===== src/rtl/tlic_pkg.sv =====
// Shared constants and types of the two-level interrupt controller
package tlic_pkg;

    // ========================================================
    // Register byte offsets
    localparam logic [7:0] OFS_ICTL  = 8'h00;
    localparam logic [7:0] OFS_RCS   = 8'h04;
    localparam logic [7:0] OFS_PF1   = 8'h08;
    localparam logic [7:0] OFS_PE1   = 8'h0C;
    localparam logic [7:0] OFS_PP1   = 8'h10;
    localparam logic [7:0] OFS_PF2   = 8'h14;
    localparam logic [7:0] OFS_PE2   = 8'h18;
    localparam logic [7:0] OFS_PP2   = 8'h1C;
    localparam logic [7:0] OFS_CPRI  = 8'h20;
    localparam logic [7:0] OFS_USBF  = 8'h24;
    localparam logic [7:0] OFS_USBE  = 8'h28;

    // ========================================================
    // Field positions
    localparam int BIT_GHIGH = 7;
    localparam int BIT_GLOW  = 6;
    localparam int BIT_PEN   = 7;
    localparam int BIT_USB   = 5;

    // ========================================================
    // Reset values
    localparam logic [7:0] RST_REG8 = 8'h00;

    // ========================================================
    // Vectors and timing
    localparam logic [20:0] VEC_HIGH      = 21'h0_0008;
    localparam logic [20:0] VEC_LOW       = 21'h0_0018;
    localparam int          CYC_PER_INSTR = 4;
    localparam int          LAT_INSTR     = 3;

    typedef enum logic [1:0] {
        ST_IDLE = 2'b00,
        ST_WAIT = 2'b01,
        ST_VECT = 2'b11
    } tlic_state_t;

endpackage : tlic_pkg


===== src/rtl/tlic_top.sv =====
// Two-level interrupt controller with APB register access
`timescale 1ns/1ps

module tlic_top
    import tlic_pkg::*;
#(
    parameter int NUSB = 8
) (
    input  wire logic            pclk,
    input  wire logic            presetn,
    input  wire logic            psel,
    input  wire logic            penable,
    input  wire logic            pwrite,
    input  wire logic [7:0]      paddr,
    input  wire logic [31:0]     pwdata,
    output logic      [31:0]     prdata,
    output logic                 pready,
    output logic                 pslverr,
    input  wire logic            timer_zero_overflow_event,
    input  wire logic            external_pin_zero_event,
    input  wire logic            port_change_event,
    input  wire logic [7:0]      periph_event,
    input  wire logic [NUSB-1:0] usb_event,
    input  wire logic            return_from_interrupt_instr,
    output logic                 stack_push,
    output logic                 pc_load,
    output logic      [20:0]     vector_addr,
    output logic                 service_high,
    output logic                 service_low
);

    localparam int NCORE = 3;
    localparam int NSRC  = NCORE + 9;

    // ========================================================
    // State
    typedef struct packed {
        logic [7:0]      ictl;
        logic            pen;
        logic [7:0]      pf1;
        logic [7:0]      pe1;
        logic [7:0]      pp1;
        logic            usb_en;
        logic            usb_pri;
        logic [2:0]      cpri;
        logic [NUSB-1:0] usbf;
        logic [NUSB-1:0] usbe;
        tlic_state_t     state;
        logic [1:0]      div;
        logic [1:0]      icnt;
        logic            vec_hi;
        logic            svc_hi;
        logic            svc_lo;
        logic            push;
        logic            load;
        logic [20:0]     vaddr;
        logic            rdy;
        logic            err;
        logic [31:0]     rdata;
    } tlic_regs_t;

    tlic_regs_t s;
    tlic_regs_t next_s;

    logic            usb_device_level_flag;
    logic [NSRC-1:0] flg;
    logic [NSRC-1:0] ena;
    logic [NSRC-1:0] pri;
    logic [NSRC-1:0] act;
    logic [NSRC-1:0] hi_act;
    logic [NSRC-1:0] lo_act;
    logic [NSRC-1:0] cmp_act;
    logic            req_hi;
    logic            req_lo;
    logic            tick;
    logic            apb_wr;
    logic            setup;
    logic            hit;
    logic [7:0]      rd8;

    // ========================================================
    // Source matrix
    assign usb_device_level_flag = |(s.usbf & s.usbe);
    assign flg = {usb_device_level_flag, s.pf1, s.ictl[2:0]};
    assign ena = {s.usb_en, s.pe1, s.ictl[5:3]};
    assign pri = {s.usb_pri, s.pp1, s.cpri};

    genvar gi;
    generate
        for (gi = 0; gi < NSRC; gi++) begin : g_src
            assign act[gi]    = flg[gi] & ena[gi];
            assign hi_act[gi] = act[gi] & pri[gi];
            assign lo_act[gi] = act[gi] & ~pri[gi];
            // Core sources ignore the peripheral group enable
            if (gi < NCORE) begin : g_core
                assign cmp_act[gi] = act[gi];
            end else begin : g_per
                assign cmp_act[gi] = act[gi] & s.ictl[BIT_GLOW];
            end
        end
    endgenerate

    // Low level also needs the high enable, so a high routine blocks it
    always_comb begin
        if (s.pen) begin
            req_hi = s.ictl[BIT_GHIGH] & (|hi_act);
            req_lo = s.ictl[BIT_GLOW] & s.ictl[BIT_GHIGH] & (|lo_act)
                     & ~s.svc_hi & ~s.svc_lo;
        end else begin
            req_hi = s.ictl[BIT_GHIGH] & (|cmp_act);
            req_lo = 1'b0;
        end
    end

    assign tick   = (s.div == 2'(CYC_PER_INSTR - 1));
    assign setup  = psel & ~penable;
    assign apb_wr = psel & penable & s.rdy & pwrite;

    // ========================================================
    // Read mux
    always_comb begin
        hit = 1'b1;
        rd8 = 8'h00;
        case (paddr)
            OFS_ICTL: rd8 = s.ictl;
            OFS_RCS:  rd8 = {s.pen, 7'h00};
            OFS_PF1:  rd8 = s.pf1;
            OFS_PE1:  rd8 = s.pe1;
            OFS_PP1:  rd8 = s.pp1;
            OFS_PF2:  rd8 = {2'b00, usb_device_level_flag, 5'h00};
            OFS_PE2:  rd8 = {2'b00, s.usb_en, 5'h00};
            OFS_PP2:  rd8 = {2'b00, s.usb_pri, 5'h00};
            OFS_CPRI: rd8 = {5'h00, s.cpri};
            OFS_USBF: rd8 = 8'(s.usbf);
            OFS_USBE: rd8 = 8'(s.usbe);
            default:  hit = 1'b0;
        endcase
    end

    // ========================================================
    // Next state
    always_comb begin
        next_s      = s;
        next_s.push = 1'b0;
        next_s.load = 1'b0;
        next_s.div  = tick ? 2'd0 : s.div + 2'd1;

        // APB: answer one cycle after setup
        next_s.rdy = setup;
        if (setup) begin
            next_s.err   = ~hit;
            next_s.rdata = {24'h00_0000, rd8};
        end else if (s.rdy) begin
            next_s.err   = 1'b0;
            next_s.rdata = 32'h0000_0000;
        end

        if (apb_wr) begin
            case (paddr)
                OFS_ICTL: next_s.ictl    = pwdata[7:0];
                OFS_RCS:  next_s.pen     = pwdata[BIT_PEN];
                OFS_PF1:  next_s.pf1     = pwdata[7:0];
                OFS_PE1:  next_s.pe1     = pwdata[7:0];
                OFS_PP1:  next_s.pp1     = pwdata[7:0];
                OFS_PE2:  next_s.usb_en  = pwdata[BIT_USB];
                OFS_PP2:  next_s.usb_pri = pwdata[BIT_USB];
                OFS_CPRI: next_s.cpri    = pwdata[2:0];
                OFS_USBF: next_s.usbf    = pwdata[NUSB-1:0];
                OFS_USBE: next_s.usbe    = pwdata[NUSB-1:0];
                default:  next_s.ictl    = next_s.ictl;
            endcase
        end

        // Events win over a same-cycle software clear
        next_s.ictl[2] = next_s.ictl[2] | timer_zero_overflow_event;
        next_s.ictl[1] = next_s.ictl[1] | external_pin_zero_event;
        next_s.ictl[0] = next_s.ictl[0] | port_change_event;
        next_s.pf1     = next_s.pf1 | periph_event;
        next_s.usbf    = next_s.usbf | usb_event;

        case (s.state)
            ST_IDLE: begin
                if (req_hi) begin
                    next_s.state           = ST_WAIT;
                    next_s.icnt            = 2'd0;
                    next_s.vec_hi          = 1'b1;
                    next_s.ictl[BIT_GHIGH] = 1'b0;
                end else if (req_lo) begin
                    next_s.state          = ST_WAIT;
                    next_s.icnt           = 2'd0;
                    next_s.vec_hi         = 1'b0;
                    next_s.ictl[BIT_GLOW] = 1'b0;
                end else if (return_from_interrupt_instr) begin
                    if (s.svc_hi) begin
                        next_s.svc_hi          = 1'b0;
                        next_s.ictl[BIT_GHIGH] = 1'b1;
                    end else if (s.svc_lo) begin
                        next_s.svc_lo         = 1'b0;
                        next_s.ictl[BIT_GLOW] = 1'b1;
                    end
                end
            end
            ST_WAIT: begin
                // Fixed count of instruction ticks, independent of opcode length
                if (tick) begin
                    next_s.icnt = s.icnt + 2'd1;
                    if (s.icnt == 2'(LAT_INSTR - 1)) begin
                        next_s.state = ST_VECT;
                        next_s.push  = 1'b1;
                        next_s.load  = 1'b1;
                        next_s.vaddr = s.vec_hi ? VEC_HIGH : VEC_LOW;
                        if (s.vec_hi) begin
                            next_s.svc_hi = 1'b1;
                        end else begin
                            next_s.svc_lo = 1'b1;
                        end
                    end
                end
            end
            ST_VECT: begin
                next_s.state = ST_IDLE;
            end
            default: begin
                next_s.state = ST_IDLE;
            end
        endcase
    end

    always_ff @(posedge pclk or negedge presetn) begin
        if (!presetn) begin
            s         <= '0;
            s.ictl    <= RST_REG8;
            s.pf1     <= RST_REG8;
            s.pe1     <= RST_REG8;
            s.pp1     <= RST_REG8;
            s.pen     <= 1'b0;
            s.state   <= ST_IDLE;
            s.vaddr   <= VEC_HIGH;
        end else begin
            s <= next_s;
        end
    end

    assign prdata       = s.rdata;
    assign pready       = s.rdy;
    assign pslverr      = s.err;
    assign stack_push   = s.push;
    assign pc_load      = s.load;
    assign vector_addr  = s.vaddr;
    assign service_high = s.svc_hi;
    assign service_low  = s.svc_lo;

    // ========================================================
    // Checks
    AST_VEC_SEL: assert property (@(posedge pclk) disable iff (!presetn)
        pc_load |-> vector_addr == (s.vec_hi ? VEC_HIGH : VEC_LOW))
        else $error("vector address does not match level");

    AST_COMPAT_VEC: assert property (@(posedge pclk) disable iff (!presetn)
        (s.state == ST_IDLE && !s.pen && req_hi) |=> s.vec_hi)
        else $error("compatibility request not on high vector");

    AST_PREEMPT: assert property (@(posedge pclk) disable iff (!presetn)
        (s.state == ST_IDLE && s.pen && s.svc_lo && s.ictl[BIT_GHIGH] && |hi_act)
        |=> (s.state == ST_WAIT && s.vec_hi))
        else $error("high request did not preempt low routine");

    AST_NO_GLOBAL: assert property (@(posedge pclk) disable iff (!presetn)
        (s.state == ST_IDLE && !s.ictl[BIT_GHIGH]) |=> s.state != ST_WAIT)
        else $error("accepted with global enable clear");

    AST_ENTRY_CLEAR: assert property (@(posedge pclk) disable iff (!presetn)
        (s.state == ST_IDLE && req_hi) |=> !s.ictl[BIT_GHIGH])
        else $error("global enable not cleared on entry");

    AST_LOW_BLOCK: assert property (@(posedge pclk) disable iff (!presetn)
        (s.state == ST_IDLE && s.svc_hi) |=> !(s.state == ST_WAIT && !s.vec_hi))
        else $error("low request taken during high routine");

    AST_PUSH_LOAD: assert property (@(posedge pclk) disable iff (!presetn)
        $rose(pc_load) |-> stack_push ##1 (!pc_load && !stack_push))
        else $error("push and load not paired one-cycle pulses");

    AST_RETURN: assert property (@(posedge pclk) disable iff (!presetn)
        (s.state == ST_IDLE && !req_hi && !req_lo && s.svc_hi
         && return_from_interrupt_instr && !apb_wr)
        |=> (s.ictl[BIT_GHIGH] && !s.svc_hi))
        else $error("return did not restore high enable");

    AST_LATENCY: assert property (@(posedge pclk) disable iff (!presetn)
        (s.state == ST_IDLE && (req_hi || req_lo)) |-> ##[10:13] pc_load)
        else $error("vector latency out of range");

    AST_FLAG_SET: assert property (@(posedge pclk) disable iff (!presetn)
        external_pin_zero_event |=> s.ictl[1])
        else $error("event flag not set");

    AST_SRC_OFF: assert property (@(posedge pclk) disable iff (!presetn)
        (s.state == ST_IDLE && ~|act) |=> s.state == ST_IDLE)
        else $error("disabled sources caused a vector");

    // Checks below, except AST_LOW_RETURN, use raw enables and flags, not the request terms they guard
    AST_LOW_VEC: assert property (@(posedge pclk) disable iff (!presetn)
        (s.state == ST_IDLE && s.pen && s.ictl[BIT_GHIGH] && s.ictl[BIT_GLOW]
         && !s.svc_hi && !s.svc_lo && |lo_act && ~|hi_act)
        |=> (s.state == ST_WAIT && !s.vec_hi))
        else $error("low request not on low vector");

    AST_LOW_CLEAR: assert property (@(posedge pclk) disable iff (!presetn)
        (s.state == ST_IDLE && s.pen && s.ictl[BIT_GHIGH] && s.ictl[BIT_GLOW]
         && !s.svc_hi && !s.svc_lo && |lo_act && ~|hi_act && !apb_wr)
        |=> (!s.ictl[BIT_GLOW] && s.ictl[BIT_GHIGH]))
        else $error("low entry did not clear only the low enable");

    AST_BOTH_LEVELS: assert property (@(posedge pclk) disable iff (!presetn)
        (s.state == ST_IDLE && s.pen && s.ictl[BIT_GHIGH] && s.ictl[BIT_GLOW]
         && !s.svc_hi && !s.svc_lo && |hi_act && |lo_act)
        |=> (s.state == ST_WAIT && s.vec_hi))
        else $error("simultaneous levels not taken high first");

    AST_USB_PRI: assert property (@(posedge pclk) disable iff (!presetn)
        (s.state == ST_IDLE && s.pen && s.usb_pri && s.usb_en && usb_device_level_flag
         && s.ictl[BIT_GHIGH]) |=> (s.state == ST_WAIT && s.vec_hi))
        else $error("usb priority bit not applied");

    AST_COMPAT_PER: assert property (@(posedge pclk) disable iff (!presetn)
        (s.state == ST_IDLE && !s.pen && s.ictl[BIT_GHIGH] && s.ictl[BIT_GLOW]
         && |act[NSRC-1:NCORE]) |=> (s.state == ST_WAIT && s.vec_hi))
        else $error("peripheral request not on single vector");

    AST_PERIPH_GATE: assert property (@(posedge pclk) disable iff (!presetn)
        (s.state == ST_IDLE && !s.pen && !s.ictl[BIT_GLOW] && ~|act[NCORE-1:0])
        |=> s.state == ST_IDLE)
        else $error("peripheral taken with group enable clear");

    AST_PUSH_VEC: assert property (@(posedge pclk) disable iff (!presetn)
        stack_push |-> (pc_load && (vector_addr == VEC_HIGH || vector_addr == VEC_LOW)))
        else $error("push without load of a vector address");

    AST_LOAD_SVC: assert property (@(posedge pclk) disable iff (!presetn)
        pc_load |-> (service_high || service_low))
        else $error("vector load without routine level");

    AST_LOW_RETURN: assert property (@(posedge pclk) disable iff (!presetn)
        (s.state == ST_IDLE && !req_hi && !req_lo && !s.svc_hi && s.svc_lo
         && return_from_interrupt_instr && !apb_wr) |=> (s.ictl[BIT_GLOW] && !s.svc_lo))
        else $error("return did not restore low enable");

    AST_FLAG_TMR: assert property (@(posedge pclk) disable iff (!presetn)
        timer_zero_overflow_event |=> s.ictl[2])
        else $error("timer flag not set");

    AST_FLAG_PORT: assert property (@(posedge pclk) disable iff (!presetn)
        port_change_event |=> s.ictl[0])
        else $error("port change flag not set");

    AST_FLAG_PER: assert property (@(posedge pclk) disable iff (!presetn)
        (periph_event != 8'h00) |=> ((s.pf1 & $past(periph_event)) == $past(periph_event)))
        else $error("peripheral flag not set");

    AST_USB_MERGE: assert property (@(posedge pclk) disable iff (!presetn)
        (|(usb_event & s.usbe) && !apb_wr) |=> usb_device_level_flag)
        else $error("enabled usb event not merged into device flag");

endmodule : tlic_top


===== config.mk =====
export PLATFORM = sky130hd
export DESIGN_NAME = tlic_top
export DESIGN_NICKNAME = d
export VERILOG_FILES = /design/src/rtl/tlic_pkg.sv /design/src/rtl/tlic_top.sv
export SDC_FILE = /design/constraint.sdc
export NUM_CORES = 1
export LEC_CHECK = 0
export BUFFER_PORTS_ARGS = -buffer_cell sky130_fd_sc_hd__clkbuf_2
export CAP_MARGIN = 30
export CORE_MARGIN = 5
export CORE_UTILIZATION = 58
export CTS_BUF_LIST = sky130_fd_sc_hd__clkbuf_4
export DETAILED_ROUTE_END_ITERATION = 6
export GPL_TIMING_DRIVEN = 0
export PLACE_DENSITY = 0.88
export SLEW_MARGIN = 5
export SYNTH_ARGS = -nofsm -noshare
export SYNTH_HDL_FRONTEND = slang
export SYNTH_SLANG_ARGS = --single-unit

===== constraint.sdc =====
create_clock -name pclk -period 5.33 [get_ports pclk]
set_input_delay 0.533 -clock pclk [delete_from_list [all_inputs] [get_ports pclk]]
set_output_delay 0.533 -clock pclk [all_outputs]
set_load 0.01 [all_outputs]

# Word-level counts from Yosys, hierarchy flattened
# Cells that the tools add are included.
# totals
regBits	120
output_inout_bits	59
word_cells	195
# op_classes
addsub	2
n_eq_ne	22
mux	47
bitwise	77
n_reduce_logical	24
# op_table
operator	n
8-bit case mux with 11 select lines	1
33-bit 2-to-1 mux	2
1-bit AND	55
54-bit 2-to-1 mux	1
25-bit 2-to-1 mux	2
8-bit 2-to-1 mux	6
12-bit OR reduction	3
8-bit by 5-bit equality test with 1-bit output, second input constant	4
8-bit by 6-bit equality test with 1-bit output, second input constant	3
23-bit 2-to-1 mux	1
2-bit 2-to-1 mux	11
2-bit AND reduction	9
8-bit by 4-bit equality test with 1-bit output, second input constant	2
1-bit 2-to-1 mux	16
2-bit inequality test, second input constant	8
1-bit inverter	16
8-bit OR	2
2-bit case mux with 2 select lines	3
11-bit OR reduction	1
3-bit 2-to-1 mux	3
3-bit AND reduction	3
8-bit AND	1
8-bit by 3-bit equality test with 1-bit output, second input constant	1
8-bit logical NOT	1
11 further kinds	17

# Longest topological paths before layout
# Gate-level depths: netlist (run 1).
# depth
depth_word	12
ltp_mapped	8

# Least setup slack after synthesis (run 1)
# Ideal clock, no wire load.
# synth_path
kind	input to register
startpoint	input port paddr[5]
endpoint	register s, in the netlist pri[10]
t_arrival_ps	1990
path_slack_ps	3215
stages	4
path_buffers	1
path_cell_list	or4b_2 clkbuf_1 nor3_4 mux2_2
# synth_via
elab_chain_len	2
# synth_lines
element	line	source
start: declaration	tlic_top.sv:14	input wire logic [7:0] paddr,
8-bit by 5-bit equality test with 1-bit output	tlic_top.sv:159	case (paddr)
2-bit AND reduction (no line)	--	
end signal: assignment	tlic_top.sv:240	s <= next_s;
end: declaration	tlic_top.sv:62	tlic_regs_t s;
# Every way passes these cells.
# A chain may end at the register's enable or synchronous reset.

==> flow_metrics.env, run 1 <==
export IMPL_outcome="completed"
export IMPL_ys_warn_count=0
export IMPL_drc=0
export IMPL_ys_seq_elements=75
export IMPL_clock_root_buffer="clkbuf_4"
export IMPL_viasPerCell=5.68
export IMPL_hold_violations=0
export IMPL_cp_start_kind="input port"
export IMPL_wl_um=11200
export IMPL_boundaryPins=124
export IMPL_syn_area_mm2=0.00429
export IMPL_cp_max_fo=10
export IMPL_clock_path_buffers=2
export IMPL_finalCriticalPeriod_ps=2320
export IMPL_syn_instance_count=424
export IMPL_syn_area_per_cell_um2=10.1
export IMPL_grt_antenna_before_repair=0
export IMPL_post_cts_buffers=0
export IMPL_final_cell_area_mm2=0.00501
export IMPL_core_area_mm2=0.00721
export IMPL_setup_viol=0
export IMPL_grt_pass1_wl_um=17800
export IMPL_overflow=0
export IMPL_cp_data_required_time_ps=5630
export IMPL_cts_tree="built"
export IMPL_hold_buffers=0
export IMPL_cts_made_buffers=9
export IMPL_rr_startpoint="s[81]"
export IMPL_vdd_ir_drop_worst_mv=0.199
export IMPL_track_usage_pct=25.4
export IMPL_hpwl_um=8700
export IMPL_grt_max_degree=42
export IMPL_post_cts_resized=0
export IMPL_routabilityCongestion=0.925
export IMPL_fin_util_pct=69.4
export IMPL_cts_sink_count=75
export IMPL_r2r_cells=6
export IMPL_reg2reg_slack_ps=3210
export IMPL_ys_seq_area_share_pct=43.7
export IMPL_synthArstFlopShare_pct=100
export IMPL_hp_class="in2async"
export IMPL_cap_violations=0
export IMPL_grt_pass1_vias=3484
export IMPL_io_buffers=55
export IMPL_fin_setup_tns_ps=0
export IMPL_drv_slew=0
export IMPL_critPathKind="in2reg"
export IMPL_die_h_um=96.0
export IMPL_synth_edff_count=0
export IMPL_vias=3615
export IMPL_die_area_mm2=0.00922
export IMPL_layout_common_cells="75 x dfrtp_1, 55 x buf_4, 54 x clkbuf_2"
export IMPL_drtPass1Iterations=5
export IMPL_place_area_mm2=0.00487
export IMPL_drt_iter0_drc=462
export IMPL_power_density_mw_per_mm2=233
export IMPL_p_leak_uw=0.00243
export IMPL_slew_headroom_pct=47.6
export IMPL_clock_fmax_mhz=432
export IMPL_fp_dieW_um=96.0
export IMPL_clock_latency_ps=410
export IMPL_path_clk_slew_ps=110
export IMPL_nets=600
export IMPL_worstMarginPinSlew_ps=784
export IMPL_wl_per_cell_um=17.5
export IMPL_synthFlopType="dfrtp_1"
export IMPL_ys_types=59
export IMPL_initial_utilization_pct=59.5
export IMPL_fin_skew_ps=11.2
export IMPL_rsz0062_at_grt="false"
export IMPL_crit_path_end_kind="register"
export IMPL_placementRows=31
export IMPL_arrival_ps=2620
export IMPL_area_delta_synth_final_pct=16.7
export IMPL_ant_nets=0
export IMPL_htreeDepth=3
export IMPL_drive_gt1_share_pct=32.3
export IMPL_n_antenna_cell=0
export IMPL_rr_endpoint="s[61]"
export IMPL_final_common_cell="dfrtp_1"
export IMPL_finalCritPeriodShare_pct=43.5
==> per-layer routing <==
metal	share of wire (%)	vias up	track usage, %	wire length [um]
li1	-	1674	-	-
met1	40	1733	34.7	4490
met2	49	181	41.4	5430
met3	8.9	27	3.75	993
met4	2.3	0	8.65	261
met5	0	-	0	0
==> layout make-up <==
cell class	count	area, um2
Tap cell	99	124
Timing Repair Buffer	56	298
Buffer	67	462
Clock inverter	3	38.8
Fill cell	579	2200
Clock buffer	13	97.6
Inverter	7	26.3
Sequential cell	75	1880
Multi-Input combinational cell	317	2090
==> how the worst max path moves through the flow <==
stage	to	cells past startpoint	start	slack [ps]
6_report	flg[9]	8	paddr[2]	3010
3_5_place_dp	flg[8]	8	paddr[2]	2630
2_1_floorplan	pri[10]	4	paddr[5]	3220
3_3_place_gp	flg[8]	8	paddr[2]	2650
5_1_grt	prdata[1]	9	paddr[2]	2910
4_1_cts	flg[9]	8	paddr[2]	3060
==> state kept, by name (all words and copies together), names as in the netlist <==
register and cells:
ena 12, flg 11, pc_load 1, prdata 8, pready 1, pri 12
pslverr 1, s 26, service_high 1, service_low 1, vector_addr 1
==> cells by family (layout without fill, tap and decap cells) <==
family | after synthesis | after routing | synth area share [%]
other | 2 | 44 | 0.175
DFF | 75 | 75 | 43.7
muxes | 41 | 41 | 10.5
buffers and inverters | 74 | 146 | 11.4
adders and majority gates | 2 | 2 | 0.583
and+or+nand+nor | 148 | 148 | 19.6
AOI/OAI and AO/OA | 82 | 82 | 14.1
==> worst max-delay path: stages <==
cell and delay, ps:
clkbuf_2 90, buf_2 180, nor4b_4 610, nand2_1 220, nor2_2 390, buf_4 270, nor2b_1 60, a211o_1 260
==> Yosys cell counts, drive strengths merged (3+ instances only) <==
master	instances	area, um2
nand3b	16	120
nand4	6	37.5
nor2	19	76.3
o21ai	15	75.1
dfrtp	75	1880
mux2	32	360
a22oi	16	120
a211o	11	96.3
inv	7	26.3
nand2b	4	25.0
buf	59	432
nand2	46	175
a221oi	7	61.3
nor3	8	67.6
a21oi	4	20.0
and3	5	31.3
nor4b	5	71.3
a21o	3	22.5
clkbuf	8	30.0
nand3	18	90.1
a31oi	6	37.5
mux2i	9	90.1
nor2b	10	62.6
==> stage by stage <==
stage | instances | total power [uW] | worst slack (ps) | hold WS, ps
2_1_floorplan | 466 | 757 | 3220 | 237
3_3_place_gp | 620 | 814 | 2650 | 413
3_5_place_dp | 621 | 827 | 2630 | 426
4_1_cts | 637 | 1170 | 3060 | 106
5_1_grt | 637 | 1230 | 2910 | 122
6_report | 637 | 1170 | 3010 | 95.5
==> report_power, final <==
| part | total (uW) | internal [uW] | switching (uW) |
|---|---|---|---|
| logic | 200 | 90.8 | 109 |
| clock network | 350 | 163 | 188 |
| registers | 618 | 596 | 22.9 |
(Power assumes the default switching activity.)
==> inputs of run 2 (changes only) <==
--- a/config.mk
+++ b/config.mk
@@ -8,11 +8,11 @@
 export BUFFER_PORTS_ARGS = -buffer_cell sky130_fd_sc_hd__clkbuf_2
 export CAP_MARGIN = 30
 export CORE_MARGIN = 5
-export CORE_UTILIZATION = 58
+export CORE_UTILIZATION = 54
 export CTS_BUF_LIST = sky130_fd_sc_hd__clkbuf_4
 export DETAILED_ROUTE_END_ITERATION = 6
 export GPL_TIMING_DRIVEN = 0
-export PLACE_DENSITY = 0.88
+export PLACE_DENSITY = 0.83
 export SLEW_MARGIN = 5
 export SYNTH_ARGS = -nofsm -noshare
 export SYNTH_HDL_FRONTEND = slang
==> constraint.sdc (replaced) <==
create_clock -name pclk -period 2.3 [get_ports pclk]
set_input_delay 0.23 -clock pclk [delete_from_list [all_inputs] [get_ports pclk]]
set_output_delay 0.23 -clock pclk [all_outputs]
set_load 0.01 [all_outputs]
==> flow_metrics.env, run 2 (synthesis results as in run 1) <==
export IMPL_cap_violations=0
export IMPL_die_area_mm2=0.00984
export IMPL_critPathKind="reg2reg"
export IMPL_place_area_mm2=0.00488
export IMPL_path_cells="a22oi_1 -> a41oi_1 -> nor4_1 -> nor2_1 -> o21ai_2 -> a41o_1"
export IMPL_cp_data_required_time_ps=2660
export IMPL_seqCellArea_mm2=0.00188
export IMPL_rsz0062_at_grt="false"
export IMPL_n_antenna_cell=0
export IMPL_arrival_ps=2370
export IMPL_grt_max_degree=47
export IMPL_die_h_um=99.2
export IMPL_final_common_cell="dfrtp_1"
export IMPL_worstMarginPinSlew_ps=781
export IMPL_final_cell_area_mm2=0.00517
export IMPL_path_clk_slew_ps=120
export IMPL_core_area_mm2=0.00773
export IMPL_finalCriticalPeriod_ps=2010
export IMPL_cts_tree="built"
export IMPL_clock_root_buffer="clkbuf_4"
export IMPL_setup_viol=0
export IMPL_grt_pass1_vias=3535
export IMPL_drv_slew=0
export IMPL_hpwl_um=8450
export IMPL_cp_start_kind="register"
export IMPL_grt_pass1_wl_um=18100
export IMPL_fin_skew_ps=17.5
export IMPL_p_total_uw=2710
export IMPL_htreeDepth=3
export IMPL_placementRows=32
export IMPL_track_usage_pct=23.1
export IMPL_ant_nets=0
export IMPL_area_delta_synth_final_pct=20.4
export IMPL_cts_made_buffers=9
export IMPL_drt_iter0_drc=294
export IMPL_critical_path_top_delay_family="compound AO/OA/AOI/OAI gates"
export IMPL_multiInputGateArea_mm2=0.00209
export IMPL_finalCritPeriodShare_pct=87.4
export IMPL_drc=0
export IMPL_clock_path_buffers=2
export IMPL_outcome="completed"
export IMPL_initial_utilization_pct=55.6
export IMPL_drive_gt1_share_pct=31.6
export IMPL_crit_path_end_kind="register"
export IMPL_cts_sink_count=75
export IMPL_cp_max_fo=8
export IMPL_power_density_mw_per_mm2=525
export IMPL_vias=3630
export IMPL_vdd_ir_drop_worst_mv=0.303
export IMPL_clock_fmax_mhz=498
export IMPL_post_cts_buffers=0
export IMPL_post_place_ws_ps=-54.4
export IMPL_critPathSlowestCell="dfrtp_1"
export IMPL_viasPerCell=5.54
export IMPL_layout_common_cells="75 x dfrtp_1, 55 x buf_4, 54 x clkbuf_2"
export IMPL_wl_um=11000
export IMPL_wl_per_cell_um=16.8
export IMPL_p_leak_uw=0.00249
export IMPL_clock_latency_ps=420
export IMPL_fp_dieW_um=99.2
export IMPL_fill_cells=620
export IMPL_largest_reg_flops=26
export IMPL_hold_violations=0
export IMPL_fin_setup_tns_ps=0
export IMPL_drtPass1Iterations=5
export IMPL_top_register="s"
export IMPL_routabilityCongestion=0.940
export IMPL_slowest_delay_ps=440
export IMPL_io_buffers=55
export IMPL_critPathBufInv=0
export IMPL_nets=615
export IMPL_hold_ws_ps=7.99
export IMPL_setup_ws_ps=291
export IMPL_hp_class="in2reg"
export IMPL_slew_headroom_pct=47.8
export IMPL_overflow=0
export IMPL_boundaryPins=124
export IMPL_grt_antenna_before_repair=0
run 2: changes by cell type in the layout (fill, tap and decap cells not counted):
cell	change
buf_12	-1
buf_16	+1
clkbuf_4	-3
clkinv_2	+2
clkinvlp_4	+1
dlygate4sd3_1	+15
o21ai_1	-1
o21ai_2	+1
run 2: per-layer routing:
layer / share of wire (%) / wire (um) / GRT usage [%] / vias to the layer above
li1: - / - / - / 1716
met1: 43 / 4690 / 31.4 / 1721
met2: 48 / 5250 / 37.1 / 171
met3: 7.7 / 852 / 4.14 / 22
met4: 2.1 / 229 / 8.82 / 0
met5: 0 / 0 / 0 / -
run 2: layout make-up:
cell class	instances	area share, %
buffer	67	8.93
timing repair buffer	71	8.81
tap	102	2.47
multi-input combinational	317	40.4
clock inverter	6	1.09
inverter	7	0.508
sequential	75	36.3
clock buffer	10	1.45
run 2: repair_timing:
action                                  in CTS  in global routing
endpoints found under the setup margin       0                  5
endpoints found under the hold margin       43                  0
hold buffers                                15                  0
resized for setup                            0                  1
run 2: path summary, 6_finish.rpt:
check | start | end | slack, ps | cells past startpoint
max | s[81] | s[61] | 290 | 6
min | periph_event[3] | flg[6] | 8 | 2
max reg2reg | s[81] | s[61] | 290 | 6
min reg2reg | s[62] | s[62] | 430 | 1
max in group asynchronous | presetn | flg[7] | 1430 | 3
min in group asynchronous | presetn | s[77] | 290 | 2
run 2: where the power goes:
| group | total, uW | switching (uW) | internal (uW) |
|---|---|---|---|
| clock | 792 | 457 | 335 |
| sequential | 1430 | 53.0 | 1380 |
| combinational | 489 | 259 | 230 |
| total | 2710 | 769 | 1950 |
run 2: worst reg2reg max path: stages, from the launching register on:
cell,delay (ps)
dfrtp_1,440
a22oi_1,260
a41oi_1,250
nor4_1,310
nor2_1,100
o21ai_2,350
a41o_1,240
run 2: stage by stage:
stage / util (%) / instances
2_1_floorplan: - / 466
3_3_place_gp: 62.8 / 623
3_5_place_dp: 63.2 / 624
4_1_cts: 66.9 / 655
5_1_grt: 66.9 / 655
6_report: 66.9 / 655
